File: src/shared/ssdc_consts.vh
// Constants for the step/direction configuration block
`ifndef SSDC_CONSTS_VH
`define SSDC_CONSTS_VH
// APB register byte offsets
`define SSDC_OFF_CTRL 12'h000
`define SSDC_OFF_STAT 12'h004
`define SSDC_OFF_IRQ_STAT 12'h008
`define SSDC_OFF_IRQ_MASK 12'h00c
`define SSDC_OFF_POS_X 12'h010
`define SSDC_OFF_POS_Y 12'h014
`define SSDC_OFF_POS_Z 12'h018
`define SSDC_OFF_POS_C 12'h01c
`define SSDC_OFF_CFG 12'h020
// Control register fields
`define SSDC_CTRL_RES_LSB 0
`define SSDC_CTRL_CCUR_LSB 4
`define SSDC_CTRL_XYZCUR_BIT 6
`define SSDC_CTRL_AUX_BIT 7
`define SSDC_CTRL_OVT_BIT 8
`define SSDC_CTRL_RST 9'h000
// Interrupt status bits
`define SSDC_IRQ_OVT_BIT 0
`define SSDC_IRQ_IDLE_BIT 1
`define SSDC_IRQ_WDOG_BIT 2
`define SSDC_IRQ_STEP_BIT 3
`define SSDC_IRQ_W 4
// Current codes
`define SSDC_CCUR_LOW 2'h0
`define SSDC_CCUR_2A0 2'h1
`define SSDC_CCUR_2A8 2'h2
`define SSDC_CCUR_3A5 2'h3
// Microsteps per full step
`define SSDC_USTEP_FINE 4'ha
`define SSDC_USTEP_COARSE 4'h5
// Timing: clock 125 MHz
`define SSDC_CLK_HZ 125000000
`define SSDC_IDLE_MS 600
`define SSDC_IDLE_CYC ((`SSDC_CLK_HZ / 1000) * `SSDC_IDLE_MS)
`define SSDC_WDOG_MS 50
`define SSDC_WDOG_CYC ((`SSDC_CLK_HZ / 1000) * `SSDC_WDOG_MS)
`define SSDC_FLASH_MS 250
`define SSDC_FLASH_CYC ((`SSDC_CLK_HZ / 1000) * `SSDC_FLASH_MS)
`endif

File: src/core/ssdc_axis.v
// One axis: step edge detection, direction capture and microstep position
`timescale 1ns/1ns
`include "ssdc_consts.vh"
module ssdc_axis #(
  parameter POS_W = 32
) (
  // Clock and reset
  input wire core_clk_i,
  input wire rstn_i,
  // Synchronised step and direction levels, resolution bit
  input wire step_i,
  input wire dir_i,
  input wire coarse_i,
  // Results
  output reg step_pulse_o,
  output reg dir_o,
  output reg [POS_W-1:0] pos_o,
  output reg [3:0] phase_o
);
  reg step_d_r;
  wire rise = step_i & ~step_d_r;
  wire [3:0] ustep = coarse_i ? `SSDC_USTEP_COARSE : `SSDC_USTEP_FINE;

  always @(posedge core_clk_i or negedge rstn_i) begin
    if (!rstn_i) begin
      step_d_r <= 1'b0;
      step_pulse_o <= 1'b0;
      dir_o <= 1'b0;
      pos_o <= {POS_W{1'b0}};
      phase_o <= 4'h0;
    end else begin
      step_d_r <= step_i;
      step_pulse_o <= rise;
      if (rise) begin
        dir_o <= dir_i;
        if (dir_i) begin
          pos_o <= pos_o + {{(POS_W-1){1'b0}}, 1'b1};
          phase_o <= (phase_o >= ustep - 4'h1) ? 4'h0 : phase_o + 4'h1;
        end else begin
          pos_o <= pos_o - {{(POS_W-1){1'b0}}, 1'b1};
          phase_o <= (phase_o == 4'h0) ? ustep - 4'h1 : phase_o - 4'h1;
        end
      end
    end
  end
endmodule

File: src/core/ssdc_top.v
// Step/direction input logic with configuration, current reduction and faults
// Summary of operation
// - A microstep happens only on a low-to-high step edge per axis.
// - Per-axis resolution bit: off gives ten, on gives five microsteps.
// - Two-bit C current code: low, 2.0A, 2.8A, 3.5A.
// - One bit sets XYZ current: off 2.2A, on 3.5A.
// - Aux 24V output: off means PWM oscillating motor, on means brake.
// - After 0.5 to 0.7 s without steps, drop to reduced current.
// - Flag overtemperature when temperature crosses the trip threshold.
// - While overtemperature, all six malfunction indicators flash in phase.
// - Ready only while the host watchdog line keeps toggling.
`timescale 1ns/1ns
`include "ssdc_consts.vh"
module ssdc_top #(
  parameter POS_W = 32,
  parameter IDLE_CYC = `SSDC_IDLE_CYC,
  parameter WDOG_CYC = `SSDC_WDOG_CYC,
  parameter FLASH_CYC = `SSDC_FLASH_CYC
) (
  // Clock and reset
  input wire core_clk_i,
  input wire rstn_i,
  // APB slave
  input wire psel_i,
  input wire penable_i,
  input wire pwrite_i,
  input wire [11:0] paddr_i,
  input wire [31:0] pwdata_i,
  output reg [31:0] prdata_o,
  output reg pready_o,
  output reg pslverr_o,
  // Parallel port pins: X, Y, Z, C
  input wire [3:0] step_i,
  input wire [3:0] dir_i,
  input wire watchdog_i,
  // Temperature comparator from the sensor front end
  input wire overtemp_i,
  // Drive controls
  output reg [3:0] step_pulse_o,
  output reg [3:0] dir_o,
  output reg [1:0] c_cur_code_o,
  output reg xyz_cur_hi_o,
  output reg cur_reduce_o,
  output reg aux_brake_o,
  output reg aux_pwm_en_o,
  // Indicators and interrupt
  output reg ready_o,
  output reg running_o,
  output reg [5:0] fault_led_o,
  output reg irq_o
);
  // Two-flop synchronisers for all pin inputs
  reg [9:0] sync1_r;
  reg [9:0] sync2_r;
  always @(posedge core_clk_i or negedge rstn_i) begin
    if (!rstn_i) begin
      sync1_r <= 10'h000;
      sync2_r <= 10'h000;
    end else begin
      sync1_r <= {overtemp_i, watchdog_i, dir_i, step_i};
      sync2_r <= sync1_r;
    end
  end
  wire [3:0] step_s = sync2_r[3:0];
  wire [3:0] dir_s = sync2_r[7:4];
  wire wdog_s = sync2_r[8];
  wire ovt_s = sync2_r[9];

  // Configuration, mirrors the switch bank
  reg [8:0] ctrl_r;
  reg [`SSDC_IRQ_W-1:0] irq_stat_r;
  reg [`SSDC_IRQ_W-1:0] irq_mask_r;

  // Axes: no rate limit inside; every synchronised rising edge counts up to 100 kHz and beyond
  wire [3:0] ax_pulse;
  wire [3:0] ax_dir;
  wire [POS_W-1:0] ax_pos [0:3];
  wire [3:0] ax_phase [0:3];
  genvar g;
  generate
    for (g = 0; g < 4; g = g + 1) begin : g_axis
      ssdc_axis #(
        .POS_W(POS_W)
      ) u_axis (
        .core_clk_i(core_clk_i),
        .rstn_i(rstn_i),
        .step_i(step_s[g]),
        .dir_i(dir_s[g]),
        .coarse_i(ctrl_r[`SSDC_CTRL_RES_LSB + g]),
        .step_pulse_o(ax_pulse[g]),
        .dir_o(ax_dir[g]),
        .pos_o(ax_pos[g]),
        .phase_o(ax_phase[g])
      );
    end
  endgenerate
  wire any_step = |ax_pulse;

  // Inactivity timer
  reg [31:0] idle_cnt_r;
  reg idle_r;
  wire idle_hit = (idle_cnt_r == IDLE_CYC - 1);
  always @(posedge core_clk_i or negedge rstn_i) begin
    if (!rstn_i) begin
      idle_cnt_r <= 32'h0;
      idle_r <= 1'b1;
    end else if (any_step) begin
      idle_cnt_r <= 32'h0;
      idle_r <= 1'b0;
    end else if (!idle_r) begin
      if (idle_hit) begin
        idle_r <= 1'b1;
      end else begin
        idle_cnt_r <= idle_cnt_r + 32'h1;
      end
    end
  end
  wire idle_set = ~idle_r & ~any_step & idle_hit;

  // Watchdog: each synchronised toggle restarts the window
  reg wdog_d_r;
  reg [31:0] wdog_cnt_r;
  reg wdog_ok_r;
  wire wdog_edge = wdog_s ^ wdog_d_r;
  always @(posedge core_clk_i or negedge rstn_i) begin
    if (!rstn_i) begin
      wdog_d_r <= 1'b0;
      wdog_cnt_r <= 32'h0;
      wdog_ok_r <= 1'b0;
    end else begin
      wdog_d_r <= wdog_s;
      if (wdog_edge) begin
        wdog_cnt_r <= 32'h0;
        wdog_ok_r <= 1'b1;
      end else if (wdog_cnt_r == WDOG_CYC - 1) begin
        wdog_ok_r <= 1'b0;
      end else begin
        wdog_cnt_r <= wdog_cnt_r + 32'h1;
      end
    end
  end
  wire wdog_lost = wdog_ok_r & ~wdog_edge & (wdog_cnt_r == WDOG_CYC - 1);

  // Overtemperature: comparator level, fault while high, event on crossing
  reg ovt_d_r;
  always @(posedge core_clk_i or negedge rstn_i) begin
    if (!rstn_i) begin
      ovt_d_r <= 1'b0;
    end else begin
      ovt_d_r <= ovt_s;
    end
  end
  wire ovt_rise = ovt_s & ~ovt_d_r;

  // Flash timer shared by all six indicators keeps them in phase
  reg [31:0] flash_cnt_r;
  reg flash_r;
  always @(posedge core_clk_i or negedge rstn_i) begin
    if (!rstn_i) begin
      flash_cnt_r <= 32'h0;
      flash_r <= 1'b0;
    end else if (!ovt_s) begin
      flash_cnt_r <= 32'h0;
      flash_r <= 1'b0;
    end else if (flash_cnt_r == FLASH_CYC - 1) begin
      flash_cnt_r <= 32'h0;
      flash_r <= ~flash_r;
    end else begin
      flash_cnt_r <= flash_cnt_r + 32'h1;
    end
  end

  // APB: zero wait states, error on unmapped address
  wire apb_acc = psel_i & penable_i;
  wire apb_wr = apb_acc & pwrite_i;
  wire [`SSDC_IRQ_W-1:0] ev = {any_step, wdog_lost, idle_set, ovt_rise};
  reg mapped;
  reg [31:0] rd_mux;
  always @* begin
    mapped = 1'b1;
    rd_mux = 32'h0;
    case (paddr_i)
      `SSDC_OFF_CTRL: rd_mux = {23'h0, ctrl_r};
      `SSDC_OFF_STAT: rd_mux = {25'h0, ovt_s, wdog_ok_r, idle_r, ax_dir};
      `SSDC_OFF_IRQ_STAT: rd_mux = {28'h0, irq_stat_r};
      `SSDC_OFF_IRQ_MASK: rd_mux = {28'h0, irq_mask_r};
      `SSDC_OFF_POS_X: rd_mux = ax_pos[0];
      `SSDC_OFF_POS_Y: rd_mux = ax_pos[1];
      `SSDC_OFF_POS_Z: rd_mux = ax_pos[2];
      `SSDC_OFF_POS_C: rd_mux = ax_pos[3];
      `SSDC_OFF_CFG: rd_mux = {16'h0, ax_phase[3], ax_phase[2], ax_phase[1], ax_phase[0]};
      default: mapped = 1'b0;
    endcase
  end

  always @(posedge core_clk_i or negedge rstn_i) begin
    if (!rstn_i) begin
      ctrl_r <= `SSDC_CTRL_RST;
      irq_stat_r <= {`SSDC_IRQ_W{1'b0}};
      irq_mask_r <= {`SSDC_IRQ_W{1'b0}};
      prdata_o <= 32'h0;
      pready_o <= 1'b0;
      pslverr_o <= 1'b0;
    end else begin
      pready_o <= psel_i & ~penable_i;
      pslverr_o <= psel_i & ~penable_i & ~mapped;
      if (psel_i & ~penable_i & ~pwrite_i) begin
        prdata_o <= rd_mux;
      end
      if (apb_wr & (paddr_i == `SSDC_OFF_CTRL)) begin
        ctrl_r <= pwdata_i[8:0];
      end
      if (apb_wr & (paddr_i == `SSDC_OFF_IRQ_MASK)) begin
        irq_mask_r <= pwdata_i[`SSDC_IRQ_W-1:0];
      end
      // Set wins over write-one-to-clear in the same cycle
      if (apb_wr & (paddr_i == `SSDC_OFF_IRQ_STAT)) begin
        irq_stat_r <= (irq_stat_r & ~pwdata_i[`SSDC_IRQ_W-1:0]) | ev;
      end else begin
        irq_stat_r <= irq_stat_r | ev;
      end
    end
  end

  // Registered outputs
  always @(posedge core_clk_i or negedge rstn_i) begin
    if (!rstn_i) begin
      step_pulse_o <= 4'h0;
      dir_o <= 4'h0;
      c_cur_code_o <= `SSDC_CCUR_LOW;
      xyz_cur_hi_o <= 1'b0;
      cur_reduce_o <= 1'b1;
      aux_brake_o <= 1'b0;
      aux_pwm_en_o <= 1'b0;
      ready_o <= 1'b0;
      running_o <= 1'b0;
      fault_led_o <= 6'h00;
      irq_o <= 1'b0;
    end else begin
      step_pulse_o <= ax_pulse;
      dir_o <= ax_dir;
      c_cur_code_o <= ctrl_r[`SSDC_CTRL_CCUR_LSB +: 2];
      xyz_cur_hi_o <= ctrl_r[`SSDC_CTRL_XYZCUR_BIT];
      cur_reduce_o <= idle_r;
      aux_brake_o <= ctrl_r[`SSDC_CTRL_AUX_BIT];
      aux_pwm_en_o <= ~ctrl_r[`SSDC_CTRL_AUX_BIT];
      ready_o <= wdog_ok_r;
      running_o <= ~idle_r;
      fault_led_o <= {6{flash_r}};
      irq_o <= |(irq_stat_r & irq_mask_r);
    end
  end
endmodule

File: config.mk
export PLATFORM = sky130hd
export DESIGN_NAME = ssdc_top
export DESIGN_NICKNAME = d
export VERILOG_FILES = /design/src/core/ssdc_axis.v /design/src/core/ssdc_top.v
export VERILOG_INCLUDE_DIRS = /design/src /design/src/shared
export SDC_FILE = /design/constraint.sdc
export NUM_CORES = 1
export LEC_CHECK = 0
export BUFFER_PORTS_ARGS = -buffer_cell sky130_fd_sc_hd__buf_2
export CAP_MARGIN = 20
export CORE_MARGIN = 2
export CORE_UTILIZATION = 53
export DETAILED_ROUTE_END_ITERATION = 7
export MAX_ROUTING_LAYER = met4
export PLACE_DENSITY = 0.72
export SLEW_MARGIN = 20
export SYNTH_ARGS = -nofsm -noshare
export SYNTH_HDL_FRONTEND = slang
export SYNTH_SLANG_ARGS = --single-unit
File: constraint.sdc
create_clock -name core_clk_i -period 6.15 [get_ports core_clk_i]
set_clock_uncertainty 0.1 [all_clocks]
set_input_delay 0.3075 -clock core_clk_i [delete_from_list [all_inputs] [get_ports core_clk_i]]
set_output_delay 0.3075 -clock core_clk_i [all_outputs]
set_load 0.1 [all_outputs]
### Word-level counts from Yosys, hierarchy flattened

Cells that the tools add are included.

* multiplexer cells: 37
* $lt $le $gt $ge: 4
* add/sub/neg operators: 23
* bitwise logic cells: 36
* reduce and logical (&&, ||, !) cells: 10
* equality and inequality tests: 15

Operators with widths (number)
* $mux W32: 11
* $pmux W32 S9: 1
* $add A32 B1 Y32 const B: 7
* $sub A32 B1 Y32 const B: 4
* $mux W4: 17
* $eq A12 B5 Y1 const B: 4
* $eq A32 B23 Y1 const B: 1
* $eq A32 B25 Y1 const B: 1
* $eq A32 B27 Y1 const B: 1
* $sub A4 B1 Y4 const B: 8
* $eq A12 B4 Y1 const B: 2
* $and A1 B1 Y1: 17
* $add A4 B1 Y4 const B: 4
* $ge A4 B4 Y1: 4
* $logic_not A4 Y1: 4
* $not A1 Y1: 13
* $eq A12 B3 Y1 const B: 1
* $eq A12 B6 Y1 const B: 1
* $logic_not A12 Y1: 1
* $reduce_or A9 Y1: 1
* $and A4 B4 Y4: 2
* $mux W1: 8
* $or A4 B4 Y4: 2
* $reduce_or A4 Y1: 2
* 6 further kinds: 8

* register bits: 346
* output and inout bits: 57
* logic and storage cells: 172

### Depth between registers and ports, before layout

Gate-level depths: netlist of the first run.

* depth after elaboration: 6
* gate-level depth with buffers: 14
* gate-level depth less buffers: 12

### By module

Synthesis of the first run repeated with hierarchy kept, for this count alone.

* cell total of the unflattened synthesis: 2532
* area, all modules: 22800.6 µm²

By module, submodules not included
* ssdc_axis (g_axis[0].u_axis ...): times used 3, cells an instance 391, sequential area each 975.9 µm², area an instance 3309.4 µm²
* ssdc_top: times used 1, cells an instance 922, sequential area each 4757.1 µm², area an instance 9437.8 µm²
* ssdc_axis (g_axis[1].u_axis): times used 1, cells an instance 437, sequential area each 975.9 µm², area an instance 3434.5 µm²

### Worst setup path before layout of the first run

OpenSTA, ideal clock, no wires.

* path type: register -> register
* start point: register sync2_r[6]
* end point: register g_axis[2].u_axis.pos_o[31]
* arrival: 3.460 ns
* cell stages (with the launch flop): 15
* clock period less this slack: 3.687 ns
* slack: 2.463 ns
* buffers on the path: 2
* path through: dfrtp_1 > clkbuf_1 > inv_1 > ha_1 > buf_6 > a21oi_4 > o21ai_2 > a2111oi_4 > o211ai_2 > o41ai_4 > o21ai_2 > a221oi_4 > o21a_1 > o211ai_2 > xor2_1

* longest elaborated chain between the ends: 1

RTL lines
* from (decl): RTL line ssdc_top.v:54 `reg [9:0] sync2_r;`
* from (signal assigned): RTL line ssdc_top.v:61 `sync2_r <= sync1_r;`
* $mux W32: RTL line ssdc_axis.v:36 `if (dir_i) begin`
* to (signal assigned): RTL line ssdc_axis.v:29 `pos_o <= {POS_W{1'b0}};`
* to (signal assigned): RTL line ssdc_axis.v:37 `pos_o <= pos_o + {{(POS_W-1){1'b0}}, 1'b1};`
* to (signal assigned): RTL line ssdc_axis.v:40 `pos_o <= pos_o - {{(POS_W-1){1'b0}}, 1'b1};`
* to (decl): RTL line ssdc_axis.v:17 `output reg [POS_W-1:0] pos_o,`

Every way passes these cells.
A chain may end at the register's enable or synchronous reset.

### Worst setup path in the final report of the first run

* start point: register sync2_r[6]
* end point: register g_axis[2].u_axis.pos_o[28]

Same word-level chain as after synthesis.

==> reports/metrics.csv, run 1 <==
stage,metric,value,unit
clock_tree,Max Root-Sink Buffers,3,
synth,Post-Syn Nets,2581,
global_route,first-pass GRT wire length,87.8,mm
floorplanning,Std-Cell Rows,73,
pwr,leakage power,10.8,nW
critical_path,Setup crit end kind,flip-flop,
synth,synth unique cells,89,
clock_tree,worst skew pair latency,570,ps
route,vias per inst,5.96,
route,via count,18000,
sta,fin crit share,68.4,%
critical_path,Worst setup SP type,flip-flop,
sta,RSZ-0062 raised after global routing,false,
floorplanning,area of the core,0.0397,mm^2
pwr,total power,0.0102,W
layout,area delta synth->final,11.5,%
pwr,Pwr Density,431,mW/mm^2
layout,fin area,0.0238,mm^2
sta,Hold Fails Final Rpt,0,
floorplanning,DIE AREA,0.0419,mm^2
synth,largest area contributor in the netlist,dfrtp_1,
clock_tree,CTS buffer count,39,
route,Total Wirelength,53.3,mm
sta,"Setup violations, final",0,
synth,dominant synthesized flop cell,dfrtp_1,
synth,"flops & latches, synth",346,
synth,ranking of synthesized cells by area,"dfrtp_1 (40%), ha_1 (8.4%), o21ai_0 (5.3%)",
synth,number of synthesized flops with an enable pin,0,
route,antenna-violating nets left,0,
synth,"Async S/R FF share, synth",100,%
clock_tree,clk slew on worst S/H paths,70,ps
synth,Yosys Warn Count,0,
critical_path,Worst Path Arrival,4530,ps
layout,share of cells above drive strength 1,8.97,%
critical_path,CP required,6470,ps
global_route,gr usage total,26.7,%
global_route,largest net degree at the start of global routing,174,
status,status,"finished, final reports clean",
placed_design,RePlAce Congestion,0.946,
clock_tree,CTS H-tree depth,2,
synth,synthesized area,0.0213,mm^2
synth,leading post-synthesis cells by instance count,"dfrtp_1 (344), nand2_1 (296), o21ai_0 (225), nor2_1 (199), ha_1 (143)",
critical_path,CP max FO,24,
route,DR pass1 iterations,7,
sta,Rel. slew slack,33.6,%
placed_design,post-DP HPWL,38.2,mm
run,max cap viols,0,
synth,Synth top area share,40.4,%
route,# DRC,0,
placed_design,I/O Buffers,92,
global_route,vias in the first global route,17300,
layout,fill count,3422,
placed_design,placed cell area,0.0223,mm^2
critical_path,Reg2Reg Setup Slack,1940,ps
sta,worst slew pin tran,987,ps
clock_tree,root buf cell,clkbuf_16,
floorplanning,Die Y,205,um
worst_hold_path,Hold WC Path Type,input port to flip-flop,
synth,most frequent cell after synthesis,dfrtp_1,
layout,NumNets Final,2663,
synth,synthesized instance count,2375,
sta,fin. max-slew vios,0,
pwr,Worst VDD drop,196,uV
floorplanning,Chip Width,205,um
floorplanning,io pins,116,
clock_tree,clk sink count,346,
sta,setup tns final,0,ps
sta,FMAX,0.238,GHz
sta,Period minus WS final,4210,ps
synth,Mean Syn Cell Area,8.98,um^2
clock_tree,CTS tree,done,
global_route,initial antenna violation count,2,
route,drt wl/cell,17.7,um
floorplanning,Initial Util,53.7,%
synth,"Seq/Total Area, Yosys",40.6,%
critical_path,CP Class,flip-flop to flip-flop,
clock_tree,post_cts resized,0,
route,DRT iter0 DRCs,1279,
global_route,global route overflow,0,
[layout by cell type (no fill, tap or decap), types with 20 or more instances in the layout]
| master | n |
|---|---|
| a221oi_1 | 25 |
| clkbuf_16 | 40 |
| inv_1 | 68 |
| a211oi_1 | 21 |
| a21o_1 | 82 |
| xor2_1 | 101 |
| nor3_1 | 43 |
| mux2i_1 | 20 |
| ha_1 | 143 |
| nand2_1 | 296 |
| nand3_1 | 73 |
| nor2_1 | 196 |
| dfrtp_1 | 344 |
| or3_1 | 23 |
| a22oi_1 | 26 |
| and3_1 | 29 |
| xnor2_1 | 91 |
| nand4_1 | 41 |
| dlygate4sd3_1 | 22 |
| a31oi_1 | 34 |
| a21oi_1 | 134 |
| o21ai_0 | 225 |
| buf_2 | 91 |
[metrics by stage]
stage / setup WS (ps) / instances / hold WS (ps) / utilization [%]
global route: 1680 / 3013 / 241 / 59.8
floorplan: 2460 / 2375 / -88.1 / -
global placement: 1830 / 2919 / 234 / 56.1
finish: 1940 / 3013 / 220 / 59.8
CTS: 1710 / 3011 / 164 / 59.8
detailed placement: 1710 / 2919 / 235 / 56.1
[power by group]
group	internal (W)	switching, W	leakage [nW]	total (W)
logic	0.00193	0.00262	5.81	0.00455
clock network	0.00136	0.000958	0.627	0.00232
registers	0.00278	0.000595	4.40	0.00337
[repair_timing]
item | CTS | global route
hold buffers | 22 | 0
endpoints found under the hold margin | 131 | 0
setup buffers | 0 | 0
endpoints found under the setup margin | 0 | 0
[final timing paths]
path | start | endpoint | depth (start not counted)
worst min register to register | sync1_r[8] | sync2_r[8] | 0
max in group asynchronous | rstn_i | wdog_cnt_r[20] | 3
min in group asynchronous | rstn_i | sync2_r[1] | 2
worst min-delay path | paddr_i[4] | irq_stat_r[3] | 7
worst max-delay path | sync2_r[6] | g_axis[2].u_axis.pos_o[28] | 13
worst max register to register | sync2_r[6] | g_axis[2].u_axis.pos_o[28] | 13
[cell type report]
cell class	instances	area, um^2	area share, %
Clock inverter	16	153	0.642
Timing Repair Buffer	133	846	3.56
Sequential cell	346	8660	36.4
Clock buffer	54	1120	4.73
Multi-Input combinational cell	1866	12100	50.7
Antenna cell	2	5.00	0.0210
Tap cell	525	657	2.76
Inverter	71	267	1.12
[state kept, by name, summed over array words and instances, names as in the netlist, 2 cells and up]
name	cells
ctrl_r	9
sync1_r	10
c_cur_code_o	2
step_pulse_o	4
g_axis.u_axis.pos_o	128
sync2_r	10
flash_cnt_r	32
irq_stat_r	4
g_axis.u_axis.step_pulse_o	4
wdog_cnt_r	32
prdata_o	32
dir_o	4
idle_cnt_r	32
g_axis.u_axis.step_d_r	4
irq_mask_r	4
g_axis.u_axis.dir_o	4
g_axis.u_axis.phase_o	16
[metal layers]
metal | up-vias | wire length [um] | track usage (%)
li1 | 8749 | - | -
met1 | 8618 | 23800 | 34.7
met2 | 486 | 24800 | 42.3
met3 | 104 | 3210 | 4.68
met4 | 0 | 1560 | 8.80
met5 | - | 0 | -
[critical path, cell delays in order (launching register included)]
cell	delay, ps
dfrtp_1	360
buf_4	190
inv_1	660
ha_1	420
nor2b_1	150
o21ai_1	190
a21boi_1	160
o31ai_1	390
a21oi_1	130
o21ai_0	340
o21ai_0	320
a41oi_1	370
xor2_1	170
o21ai_0	90
[kinds of logic after synthesis]
| group | Yosys count | synth area share (%) |
|---|---|---|
| fa+ha+maj | 147 | 8.76 |
| buf+inv | 163 | 3.04 |
| mux | 31 | 1.57 |
| flops | 346 | 40.6 |
| compound gates | 684 | 20.4 |
| simple gates | 811 | 17.7 |
| xor+xnor | 193 | 7.93 |
(Power assumes the default switching activity.)
==> run 2, diff against run 1 <==
--- a/config.mk
+++ b/config.mk
@@ -12,7 +12,7 @@
 export CORE_UTILIZATION = 53
 export DETAILED_ROUTE_END_ITERATION = 7
 export MAX_ROUTING_LAYER = met4
-export PLACE_DENSITY = 0.72
+export PLACE_DENSITY = 0.74
 export SLEW_MARGIN = 20
 export SYNTH_ARGS = -nofsm -noshare
 export SYNTH_HDL_FRONTEND = slang
==> constraint.sdc (replaced) <==
create_clock -name core_clk_i -period 3.4 [get_ports core_clk_i]
set_clock_uncertainty 0.1 [all_clocks]
set_input_delay 0.17 -clock core_clk_i [delete_from_list [all_inputs] [get_ports core_clk_i]]
set_output_delay 0.17 -clock core_clk_i [all_outputs]
set_load 0.1 [all_outputs]
==> reports/metrics.csv, run 2 (synthesized netlist as in run 1, its figures left out) <==
stage,metric,value,unit
status,status,"finished, final reports clean",
critical_path,Worst setup SP type,flip-flop,
route,highest metal used,met4,
route,via count,18000,
global_route,first-pass GRT wire length,88.4,mm
floorplanning,Std-Cell Rows,73,
route,antenna-violating nets left,0,
clock_tree,worst skew pair latency,570,ps
global_route,global route overflow,0,
floorplanning,Initial Util,53.7,%
placed_design,post-DP HPWL,39.1,mm
pwr,Combinational Power Share,45.8,%
critical_path,CP Class,flip-flop to flip-flop,
layout,most frequent cells in the layout,"dfrtp_1 (343), nand2_1 (296), o21ai_0 (221), nor2_1 (196), ha_1 (130)",
pwr,Int Pwr,0.0116,W
sta,FMAX,0.302,GHz
clock_tree,Max Root-Sink Buffers,3,
sta,worst hold margin,46.5,ps
floorplanning,area of the core,0.0397,mm^2
pwr,Worst VDD drop,375,uV
clock_tree,clk slew on worst S/H paths,60,ps
sta,Rel. slew slack,23.2,%
clock_tree,CTS tree,done,
sta,fin crit share,97.4,%
sta,fin. max-slew vios,0,
layout,Final Core Density,62.0,%
sta,Period minus WS final,3310,ps
global_route,vias in the first global route,17300,
run,max cap viols,0,
route,vias per inst,5.86,
floorplanning,DIE AREA,0.0419,mm^2
clock_tree,CTS buffer count,39,
layout,max reg flops,128,
sta,worst slew pin tran,1150,ps
route,drt wl/cell,17.6,um
sta,Hold Fails Final Rpt,0,
clock_tree,CTS H-tree depth,2,
route,met3 WL,2.57,mm
route,met2 WL,25.4,mm
critical_path,CP required,3790,ps
layout,"commonest non-fill, non-tap cell in the layout",dfrtp_1,
global_route,initial antenna violation count,0,
sta,"Setup violations, final",0,
route,DR pass1 iterations,7,
route,DRT iter0 DRCs,1336,
placed_design,I/O Buffers,92,
placed_design,RePlAce Congestion,0.956,
pwr,Clk pwr share,22.7,%
layout,NumNets Final,2719,
global_route,gr usage total,26.8,%
route,# DRC,0,
pwr,Pwr Density,789,mW/mm^2
critical_path,CP max FO,9,
worst_hold_path,Hold WC Path Type,input port to flip-flop,
pwr,leakage power,11.1,nW
clock_tree,root buf cell,clkbuf_16,
floorplanning,Die Y,205,um
critical_path,Worst Path Arrival,3700,ps
layout,ant diodes,0,
layout,share of cells above drive strength 1,13.1,%
clock_tree,clk sink count,346,
floorplanning,Chip Width,205,um
pwr,Sequential Power Share,31.5,%
layout,area delta synth->final,15.5,%
global_route,largest net degree at the start of global routing,108,
route,Total Wirelength,54.1,mm
floorplanning,io pins,116,
layout,largest reg by FF count,g_axis.u_axis.pos_o,
pwr,sw frac,40.5,%
critical_path,Setup crit end kind,flip-flop,
pwr,P_sw,0.00788,W
route,metal1 wirelength,24.5,mm
run 2: area by class of cell:
type                    instances  area, um^2
clock buffers                  48        1060
clock inverters                24         279
inverters                      71         278
fillers                      3265       15100
multi-input cells            1866       12400
well taps                     525         657
repair buffers                189        1340
flip-flops and latches        346        8660
run 2: worst max-delay path, stage by stage (launching register included):
cell and delay [ps]:
dfrtp_1 420, buf_4 200, fa_1 420, nor2b_1 210, o21ai_2 90, a21boi_2 230, o31ai_2 110, buf_4 150
a21oi_1 190, nor4bb_2 100, nor3_1 270, nor2_1 140, or4_1 480, nand3_1 100
run 2: power groups by stage:
stage / clock network, W / registers (W) / logic (W)
after floorplan: 0 / 0.00601 / 0.00654
after global placement: 0 / 0.00613 / 0.00826
after detailed placement: 0 / 0.00617 / 0.00849
after CTS: 0.00449 / 0.00611 / 0.00860
after global routing: 0.00467 / 0.00626 / 0.00991
final: 0.00441 / 0.00613 / 0.00890
run 2: per-stage QoR:
stage | setup TNS (ps) | power (W) | cell area (um^2) | setup WS (ps) | cells
floorplan | -149 | 0.0125 | 21500 | -130 | 2375
global placement | -9.69 | 0.0144 | 22900 | -9.69 | 2969
detailed placement | -51.5 | 0.0147 | 22900 | -51.5 | 2969
CTS | 0 | 0.0192 | 24500 | 34.3 | 3066
global route | -206 | 0.0208 | 24600 | -91.1 | 3069
finish | 0 | 0.0194 | 24600 | 87.8 | 3069
run 2: per-layer routing:
metal / global-route usage (%) / up-vias
met4: 9.08 / 0
met1: 35.4 / 8622
met5: - / -
met2: 42.8 / 417
li1: - / 8847
met3: 3.31 / 106
run 2: final timing paths:
check	start	end	slack (ps)	cells past startpoint
max reg2reg	sync2_r[6]	g_axis[2].u_axis.pos_o[26]	90	13
min in group asynchronous	rstn_i	sync2_r[1]	170	2
min	paddr_i[1]	pslverr_o	50	4
max	sync2_r[6]	g_axis[2].u_axis.pos_o[26]	90	13
min reg2reg	sync1_r[1]	sync2_r[1]	250	0
max in group asynchronous	rstn_i	idle_r	2100	3
run 2: repair_timing:
action,4_1_cts,5_1_grt
pin swaps,0,14
hold buffers,22,0
buffers inserted,3,3
setup endpoints to repair,2,27
endpoints found under the hold margin,127,0
resized for setup,1,35
